--- src/inc/tap_pkg.sv ---
`default_nettype none
package tap_pkg;
  localparam int          IR_W        = 4;
  localparam int          DR_W        = 32;
  localparam int          WORD_W      = 16;
  localparam int          LEN_BYPASS  = 1;
  localparam int          LEN_ID      = 32;
  localparam int          LEN_STATUS  = WORD_W + 1;
  localparam int          LEN_CTRL    = WORD_W;
  localparam logic [3:0]  INS_IDCODE  = 4'h1;
  localparam logic [3:0]  INS_STATUS  = 4'h2;
  localparam logic [3:0]  INS_CTRL    = 4'h3;
  localparam logic [3:0]  INS_BYPASS  = 4'hf;
  localparam logic [3:0]  IR_CAPTURE  = 4'h1;
  localparam logic [15:0] CTRL_RESET  = 16'h0000;
  // identity value is arbitrary; bit 0 set as a scan identity word requires
  localparam logic [31:0] ID_DEFAULT  = 32'h0000_0001;

  // gray codes along capture-shift-update paths, except CAP_DR to EX1_DR, EX1_DR to UPD_DR, CAP_IR to EX1_IR and EX2_IR to SH_IR
  typedef enum logic [3:0] {
    TLR    = 4'h0,
    RTI    = 4'h1,
    SEL_DR = 4'h3,
    CAP_DR = 4'h2,
    SH_DR  = 4'h6,
    EX1_DR = 4'h7,
    PAU_DR = 4'h5,
    EX2_DR = 4'h4,
    UPD_DR = 4'hc,
    SEL_IR = 4'hd,
    CAP_IR = 4'hf,
    SH_IR  = 4'he,
    EX1_IR = 4'ha,
    PAU_IR = 4'hb,
    EX2_IR = 4'h9,
    UPD_IR = 4'h8
  } tap_state_t;
endpackage : tap_pkg
`default_nettype wire

--- src/logic/tap_fsm.sv ---
`default_nettype none
module tap_fsm (
  input  wire logic               tck,
  input  wire logic               scan_reset_n,
  input  wire logic               tms,
  output tap_pkg::tap_state_t     state
);
  import tap_pkg::*;

  tap_state_t next_state;

  // asynchronous clear of this controller; the scan reset also clears the output and scan-side handshake flops
  always_ff @(posedge tck or negedge scan_reset_n) begin
    if (!scan_reset_n) begin
      state <= TLR;
    end else begin
      state <= next_state;
    end
  end

  always_comb begin
    unique case (state)
      TLR:    next_state = tms ? TLR    : RTI;
      RTI:    next_state = tms ? SEL_DR : RTI;
      SEL_DR: next_state = tms ? SEL_IR : CAP_DR;
      CAP_DR: next_state = tms ? EX1_DR : SH_DR;
      SH_DR:  next_state = tms ? EX1_DR : SH_DR;
      EX1_DR: next_state = tms ? UPD_DR : PAU_DR;
      PAU_DR: next_state = tms ? EX2_DR : PAU_DR;
      EX2_DR: next_state = tms ? UPD_DR : SH_DR;
      UPD_DR: next_state = tms ? SEL_DR : RTI;
      SEL_IR: next_state = tms ? TLR    : CAP_IR;
      CAP_IR: next_state = tms ? EX1_IR : SH_IR;
      SH_IR:  next_state = tms ? EX1_IR : SH_IR;
      EX1_IR: next_state = tms ? UPD_IR : PAU_IR;
      PAU_IR: next_state = tms ? EX2_IR : PAU_IR;
      EX2_IR: next_state = tms ? UPD_IR : SH_IR;
      UPD_IR: next_state = tms ? SEL_DR : RTI;
    endcase
  end
endmodule : tap_fsm
`default_nettype wire

--- config.mk ---
export PLATFORM = sky130hd
export DESIGN_NAME = tap_fsm
export DESIGN_NICKNAME = d
export VERILOG_FILES = /design/src/inc/tap_pkg.sv /design/src/logic/tap_fsm.sv
export SDC_FILE = /design/constraint.sdc
export NUM_CORES = 1
export LEC_CHECK = 0
export ABC_AREA = 0
export BUFFER_PORTS_ARGS = -buffer_cell sky130_fd_sc_hd__buf_2
export CELL_PAD_IN_SITES_DETAIL_PLACEMENT = 1
export CELL_PAD_IN_SITES_GLOBAL_PLACEMENT = 1
export CORE_AREA = 5 5 42 44
export CTS_CLUSTER_SIZE = 16
export DETAILED_ROUTE_END_ITERATION = 8
export DIE_AREA = 0 0 47 49
export GPL_TIMING_DRIVEN = 0
export MAX_ROUTING_LAYER = met4
export PLACE_DENSITY_LB_ADDON = 0.1
export SYNTH_ARGS = -nofsm -noshare
export SYNTH_HDL_FRONTEND = slang
export SYNTH_SLANG_ARGS = --single-unit
--- constraint.sdc ---
create_clock -name tck -period 1.3 [get_ports tck]
set_input_delay 0.26 -clock tck [delete_from_list [all_inputs] [get_ports tck]]
set_output_delay 0.26 -clock tck [all_outputs]
set_load 0.005 [all_outputs]
Word-level counts from Yosys, hierarchy flattened
Index checks and enable logic that the tools add are counted.

Equal/unequal tests: 15. Reductions and logical operators: 4. Multiplexer cells: 13.

Operators by type and width (number): $pmux 4 s12 (1); $eq 4x4->1 const B (8); $eq 4x3->1 const B (4); $mux 4 (4); $eq 4x2->1 const B (2); $mux 2 (3); $mux 3 (2); $eq 4x1->1 const B (1); $logic_not 4->1 (1); $reduce_or 2->1 (2); $mux 1 (3); $reduce_or 3->1 (1).

Register bits: 4. Logic and storage cells: 33. Output and inout bits: 4.

Logic depth before layout (Yosys ltp)
Gate-level depths: netlist of run 1.

Word-level depth: 3. Gate-level depth with buffers: 4. Mapped depth without buffers: 3.

Least setup slack after synthesis of run 1
Ideal clock, no wire load.

Path type: reg2reg. Start: register state[0]. End: register state[1]. Stages on the path, launching flop included: 5. Required time: 1160 ps. Arrival: 1039 ps. Setup slack: 121 ps. Path buffers: 1. Setup time: 140 ps. Cells stage by stage: dfrtp_1 -> buf_8 -> and4bb_1 -> o32ai_1 -> o311ai_1.

Longest elaborated chain between the ends: 3. Elaborated cells between the ends (all ways): 20.

RTL lines: start, declared (line tap_fsm.sv:6) `output tap_pkg::tap_state_t state`; start signal, assigned (line tap_fsm.sv:17) `state <= next_state;`; $eq 4x4->1 (tied with other cells) (line tap_fsm.sv:22) `unique case (state)`; $reduce_or 3->1 (no line) / $reduce_or 2->1 (equally long branches); $pmux 4 s12 * (line tap_fsm.sv:22); named net next_state[1] (line tap_fsm.sv:10) `tap_state_t next_state;`.

Mark *: on every way through the listed nets, which the timed path passes. The rest lies on a longest branch.

Final worst setup path of run 1
Ends and elaborated chain as after synthesis.

==> results of run 1 <==
-- metrics by stage --
stage,power [mW],setup slack (ns),utilization,std cells,hold slack (ns)
2_1_floorplan,0.706,0.121,-,36,-0.0356
3_3_place_gp,0.870,0.0354,0.271,58,0.0629
3_5_place_dp,0.903,0.0400,0.271,58,0.0677
4_1_cts,1.08,0.0488,0.295,62,0.344
5_1_grt,1.20,-0.00422,0.304,62,0.350
6_report,1.09,0.0640,0.304,62,0.345
-- worst max-delay path: stages (launching register included) --
cell and delay (ns):
sky130_fd_sc_hd__dfrtp_1 0.40, sky130_fd_sc_hd__buf_8 0.15, sky130_fd_sc_hd__and4bb_1 0.20, sky130_fd_sc_hd__o32ai_2 0.20, sky130_fd_sc_hd__o311ai_1 0.14
-- cells by family (layout without fill, tap and decap cells) --
logic type | Yosys count | in the layout | synth area share
and+or+nand+nor | 15 | 15 | 0.330
AOI/OAI and AO/OA | 11 | 11 | 0.235
buffers and inverters | 6 | 16 | 0.133
DFF | 4 | 4 | 0.303
-- what timing repair did --
item / CTS / global route
setup endpoints to repair: 0 / 2
hold buffers: 1 / 0
resized for setup: 0 / 2
endpoints found under the hold margin: 4 / 0
-- final cells by class --
class / count / area [um2]
well taps: 16 / 20.0
repair buffers: 7 / 40.0
plain buffers: 4 / 36.3
clock buffers: 3 / 22.5
multi-input cells: 26 / 199
inverters: 2 / 7.51
flip-flops and latches: 4 / 100
fillers: 189 / 976
-- Yosys cell counts --
| cell | n | area (um2) |
|---|---|---|
| sky130_fd_sc_hd__o32ai_1 | 1 | 8.76 |
| sky130_fd_sc_hd__and4bb_2 | 1 | 12.5 |
| sky130_fd_sc_hd__and2_1 | 1 | 6.26 |
| sky130_fd_sc_hd__nor3_1 | 1 | 5.00 |
| sky130_fd_sc_hd__nand3_1 | 1 | 5.00 |
| sky130_fd_sc_hd__o311ai_0 | 1 | 8.76 |
| sky130_fd_sc_hd__o311ai_1 | 1 | 8.76 |
| sky130_fd_sc_hd__clkbuf_2 | 1 | 5.00 |
| sky130_fd_sc_hd__a21oi_1 | 1 | 5.00 |
| sky130_fd_sc_hd__o21ai_0 | 4 | 20.0 |
| sky130_fd_sc_hd__dfrtp_1 | 4 | 100 |
| sky130_fd_sc_hd__a32oi_1 | 1 | 8.76 |
| sky130_fd_sc_hd__nor3b_1 | 1 | 7.51 |
| sky130_fd_sc_hd__buf_6 | 1 | 11.3 |
| sky130_fd_sc_hd__buf_2 | 1 | 5.00 |
| sky130_fd_sc_hd__inv_1 | 2 | 7.51 |
| sky130_fd_sc_hd__nand2_1 | 2 | 7.51 |
| sky130_fd_sc_hd__and4b_1 | 1 | 10.0 |
| sky130_fd_sc_hd__a21bo_2 | 1 | 10.0 |
| sky130_fd_sc_hd__buf_8 | 1 | 15.0 |
| sky130_fd_sc_hd__and2b_1 | 1 | 7.51 |
| sky130_fd_sc_hd__nor2b_1 | 2 | 12.5 |
| sky130_fd_sc_hd__and4bb_1 | 1 | 12.5 |
| sky130_fd_sc_hd__nor2_1 | 2 | 7.51 |
| sky130_fd_sc_hd__o211ai_1 | 1 | 7.51 |
| sky130_fd_sc_hd__nor4b_2 | 1 | 15.0 |
-- how the worst min path moves through the flow --
stage	from	endpoint	cells past startpoint
3_5_place_dp	scan_reset_n	state[1]$_DFF_PN0_	1
2_1_floorplan	scan_reset_n	state[0]$_DFF_PN0_	0
5_1_grt	scan_reset_n	state[1]$_DFF_PN0_	2
3_3_place_gp	scan_reset_n	state[0]$_DFF_PN0_	1
4_1_cts	scan_reset_n	state[0]$_DFF_PN0_	2
6_report	scan_reset_n	state[0]$_DFF_PN0_	2
-- routing by layer --
layer / wire length [um] / track usage / share of wire / up-vias
li1: - / - / - / 153
met1: 377 / 0.122 / 0.42 / 143
met2: 421 / 0.118 / 0.46 / 11
met3: 58 / 0.0185 / 0.064 / 6
met4: 50 / 0.120 / 0.055 / 0
met5: 0 / - / 0 / -
-- where the power goes --
part | total [mW] | internal (mW) | switching [mW]
sequential | 0.258 | 0.194 | 0.0640
clock | 0.160 | 0.104 | 0.0567
combinational | 0.673 | 0.330 | 0.343
total | 1.09 | 0.628 | 0.463
==> impl_summary.txt, run 1 <==
----------------------------------------------------
[Setup path]
  CP Data Arrival Time ... roughly 1.3 ns
  Crit path capture type ... flip-flop
  Critical path class ... flip-flop to flip-flop
  FF-to-FF End ... state[1]$_DFF_PN0_
  R2r setup slk ... ~0.064 ns
  Number of cells traversed by the worst register-to-register path ... 4
  Source of the worst register-to-register timing path ... state[0]$_DFF_PN0_
  Data required time of the worst path ... 1.41 ns
  Critical Path End ... state[1]$_DFF_PN0_
  Crit Path Max Fanout ... 10
  Critical Path Start Type ... flip-flop
  Launch point of the critical path ... state[0]$_DFF_PN0_

[Floorplan]
  Initial Utilization ... 0.236
  Floorplan row count ... 14
  Floorplan core area ... 1400 um2
  Full die area ... approximately 2300 um2
  Io pins ... 7
  Die outline height ... ~49 um
  Die extent in x ... 47 um

[Timing]
  Tmin final ... roughly 1.2 ns
  Final Cycle Share ... 0.951
  Highest attainable clock frequency ... 809 MHz
  Final worst clock skew ... approximately 0.0082 ns
  Pin slew with the least headroom to its limit ... about 0.30 ns
  Worst rel slew slack ... 0.799
  Number of endpoints with negative hold slack in the final report ... 0
  Final Max Tran Viols ... 0
  Setup TNS ... 0 ns
  Setup Viol. Count Final ... 0

[Clocking]
  Num CTS Buffers ... 3
  Root cell of the clock tree ... sky130_fd_sc_hd__clkbuf_4
  Max Buffers Root-to-Sink ... 2
  Maximum level of the CTS H-tree ... 1
  Worst skew pair latency ... between 0.2 and 0.25 ns
  CTS tree ... yes
  CTS clock-pin slew for the worst setup and hold paths ... 0.04 ns
  Number of buffers inserted to repair setup after CTS ... 0
  Sinks on the clock net ... 4

[Global route]
  Overall global routing resource usage ... 0.0999
  Number of global-route vias before repair ... 340
  Number of antenna violations at the first check in global routing ... 0
  Pin count of the biggest net entering global routing ... 11
  Grt ovf ... 0
  Wire length of the first global-routing pass ... 1570 um

[Run]
  Max-capacitance violation count ... 0

[Placed design]
  HPWL after detailed placement ... ~680 um
  RePlAce Congestion ... a little under 0.8
  Placed cell areas ... approximately 380 um2
  Quantity of I/O buffers inserted on ports ... 6

[Detailed routing]
  Detail-routed net length per standard cell ... between 10 and 15 um
  Detailed-routing iteration count for the pre-antenna-repair pass ... 2
  DRT Wirelength ... ~900 um
  Number of nets with antenna violations after detailed routing ... 0
  Drt drc ... 0
  Starting DRC count in detailed routing ... 1
  Vias after detailed routing ... around 310
  Number of vias per cell ... approximately 5.0

[Layout]
  Flip-flop count of the largest register, all copies and words added ... 4
  Post-route cell area ... 425 um2
  Layout Area Growth over Synthesis ... 28.8%
  Registers with the highest flip-flop counts ... state: 4 flops
  Diode insertion count for antenna repair ... 0
  Most frequent cells in the layout ... sky130_fd_sc_hd__buf_2 (7), sky130_fd_sc_hd__o21ai_0 (4), sky130_fd_sc_hd__dfrtp_1 (4)
  Reg with most FFs ... state
  Count of nets after finishing ... a little over 50
  Leading cell type in the layout, fill and taps excluded ... sky130_fd_sc_hd__buf_2
  Share of post-route cells with drive strength above 1 ... 0.391

[Power and ir drop]
  Power Dens Cells ... roughly 2600 nW/um2
  Largest voltage drop on the vdd net ... ~0.53 mV
  Leak ... between 0.15 and 0.2 nW

[Logic synthesis]
  Synthesized Nets ... 39
  Proportion of synthesized chip area in sequential cells ... 0.303
  Count of different cell masters after synthesis ... 26
  Syn avg cell area ... between 9 and 10 um2
  Post-synthesis cell area ... 330 um2
  Post-synthesis instance total ... 36
  Warnings from Yosys ... 0
  Number of register bits inferred by synthesis ... 4

[Run status]
  Result of the run ... completed

[Min path]
  Kind of path behind the tightest hold check ... primary input to async pin

----------------------------------------------------
No activity file was read; power rests on OpenSTA's default activity.
==> run 2, diff against run 1 <==
Clock period 1.3 ns to 1.52 ns, I/O delays scaled along.
==> impl_summary.txt, run 2 (same netlist as run 1, synthesis figures left out) <==
----------------------------------------------------
[Layout]
  Diode insertion count for antenna repair ... 0
  Leading cell type in the layout, fill and taps excluded ... sky130_fd_sc_hd__buf_2
  Post-route cell area ... 413 um2
  Count of nets after finishing ... 51
  Core utilization of the finished layout ... 0.295
  Registers with the highest flip-flop counts ... state: 4 flops
  Flip-flop count of the largest register, all copies and words added ... 4
  Reg with most FFs ... state
  Share of post-route cells with drive strength above 1 ... 0.348
  Most frequent cells in the layout ... sky130_fd_sc_hd__buf_2 (7), sky130_fd_sc_hd__o21ai_0 (4), sky130_fd_sc_hd__dfrtp_1 (4)
  Fill count ... 189
  Layout Area Growth over Synthesis ... 25.0%

[Floorplan]
  Full die area ... approximately 2300 um2
  Io pins ... 7
  Floorplan core area ... roughly 1400 um2
  Die extent in x ... roughly 47 um
  Initial Utilization ... 0.236
  Floorplan row count ... 14
  Die outline height ... 49 um

[Clocking]
  Maximum level of the CTS H-tree ... 1
  Number of buffers inserted to repair setup after CTS ... 0
  Worst skew pair latency ... 0.24 ns
  Sinks on the clock net ... 4
  Max Buffers Root-to-Sink ... 2
  CTS tree ... yes
  Root cell of the clock tree ... sky130_fd_sc_hd__clkbuf_4
  Num CTS Buffers ... 3
  CTS clock-pin slew for the worst setup and hold paths ... roughly 0.040 ns

[Timing]
  Setup repair after global routing missed its margin ... false
  Tmin final ... around 1.3 ns
  Setup TNS ... 0 ns
  Final Max Tran Viols ... 0
  Final Cycle Share ... 0.833
  Highest attainable clock frequency ... between 700 and 800 MHz
  Final worst clock skew ... around 0.0096 ns
  Worst rel slew slack ... 0.798
  Setup Viol. Count Final ... 0
  Pin slew with the least headroom to its limit ... roughly 0.3 ns
  Number of endpoints with negative hold slack in the final report ... 0

[Setup path]
  FF-to-FF End ... state[0]$_DFF_PN0_
  Worst stage delay on the critical path ... about 0.40 ns
  Crit Path Max Fanout ... 10
  Critical Path Start Type ... flip-flop
  CP Data Arrival Time ... around 1.4 ns
  CP Cell Sequence ... buf_8 -> nor3_1 -> o21ai_0 -> and4b_1
  Critical path buffers and inverters ... 1
  Data required time of the worst path ... about 1.7 ns
  R2r setup slk ... ~0.25 ns
  Critical path class ... flip-flop to flip-flop
  Source of the worst register-to-register timing path ... state[0]$_DFF_PN0_
  CP delay by family, top ... simple AND/OR/NAND/NOR gates
  Critical path's slowest cell ... sky130_fd_sc_hd__dfrtp_1
  Crit path capture type ... flip-flop
  Number of cells traversed by the worst register-to-register path ... 4

[Global route]
  Overall global routing resource usage ... 0.0999
  Number of global-route vias before repair ... 340
  Wire length of the first global-routing pass ... between 1500 and 2000 um
  Number of antenna violations at the first check in global routing ... 0
  Pin count of the biggest net entering global routing ... 11
  Grt ovf ... 0

[Detailed routing]
  Detailed-routing iteration count for the pre-antenna-repair pass ... 3
  Number of vias per cell ... around 5.2
  Starting DRC count in detailed routing ... 4
  Drt drc ... 0
  DRT Wirelength ... ~900 um
  Detail-routed net length per standard cell ... around 15 um
  Number of nets with antenna violations after detailed routing ... 0
  Vias after detailed routing ... around 320

[Run]
  Max-capacitance violation count ... 0

[Power and ir drop]
  Power Dens Cells ... ~2200 nW/um2
  Largest voltage drop on the vdd net ... approximately 0.44 mV
  Fraction of power consumed by combinational cells ... 0.607
  Share of power burned in the clock network ... 0.152
  Reported net switching power ... a little under 400 uW
  Leak ... 0.176 nW
  Total internal power ... about 520 uW
  Total power of the final layout ... approximately 910 uW
  Register share of total power ... 0.241
  Switching portion of total power ... 0.426

[Placed design]
  RePlAce Congestion ... around 0.77
  Placed cell areas ... 380 um2
  Quantity of I/O buffers inserted on ports ... 6
  HPWL after detailed placement ... around 680 um

[Min path]
  Kind of path behind the tightest hold check ... primary input to async pin

[Run status]
  Result of the run ... completed

----------------------------------------------------
-- run 2: cell types whose count changed in the layout (fill, tap and decap cells not counted) --
cell | before | now
sky130_fd_sc_hd__nor3_1 | 0 | 1
sky130_fd_sc_hd__nor3_2 | 1 | 0
sky130_fd_sc_hd__o32ai_1 | 0 | 1
sky130_fd_sc_hd__o32ai_2 | 1 | 0
-- run 2: layout make-up --
cell class              count  area [um2]  share of cell area
multi-input cells          26         186               0.452
plain buffers               4        36.3              0.0879
inverters                   2        7.51              0.0182
flip-flops and latches      4         100               0.242
clock buffers               3        22.5              0.0545
repair buffers              7        40.0              0.0970
well taps                  16        20.0              0.0485
-- run 2: layer usage --
layer	track usage	vias up	wire length [um]
li1	-	154	-
met1	0.122	151	398
met2	0.118	12	412
met3	0.0185	6	61
met4	0.120	0	55
met5	-	-	0
-- run 2: worst max path at each step --
stage	start	to	cells past startpoint
2_1_floorplan	state[0]$_DFF_PN0_	state[1]$_DFF_PN0_	4
3_3_place_gp	state[0]$_DFF_PN0_	state[1]$_DFF_PN0_	4
3_5_place_dp	state[0]$_DFF_PN0_	state[1]$_DFF_PN0_	4
4_1_cts	state[0]$_DFF_PN0_	state[1]$_DFF_PN0_	4
5_1_grt	state[0]$_DFF_PN0_	state[0]$_DFF_PN0_	4
6_report	state[0]$_DFF_PN0_	state[0]$_DFF_PN0_	4
-- run 2: per-stage QoR --
stage	worst slack, ns	instances	hold WS, ns
after floorplan	0.341	36	0.00841
after global placement	0.255	58	0.107
after detailed placement	0.260	58	0.112
after CTS	0.269	62	0.388
after global routing	0.172	62	0.394
final	0.253	62	0.390
-- run 2: what timing repair did --
action / in CTS / in global routing
resized for setup: 0 / 0
hold buffers: 1 / 0
endpoints found under the hold margin: 4 / 0
-- run 2: power by group through the flow --
stage          registers, mW  logic (mW)  clock network, mW
6_report               0.219       0.554              0.139
4_1_cts                0.221       0.554              0.146
5_1_grt                0.231       0.606              0.155
2_1_floorplan          0.218       0.386                  0
3_3_place_gp           0.219       0.525                  0
3_5_place_dp           0.222       0.551                  0
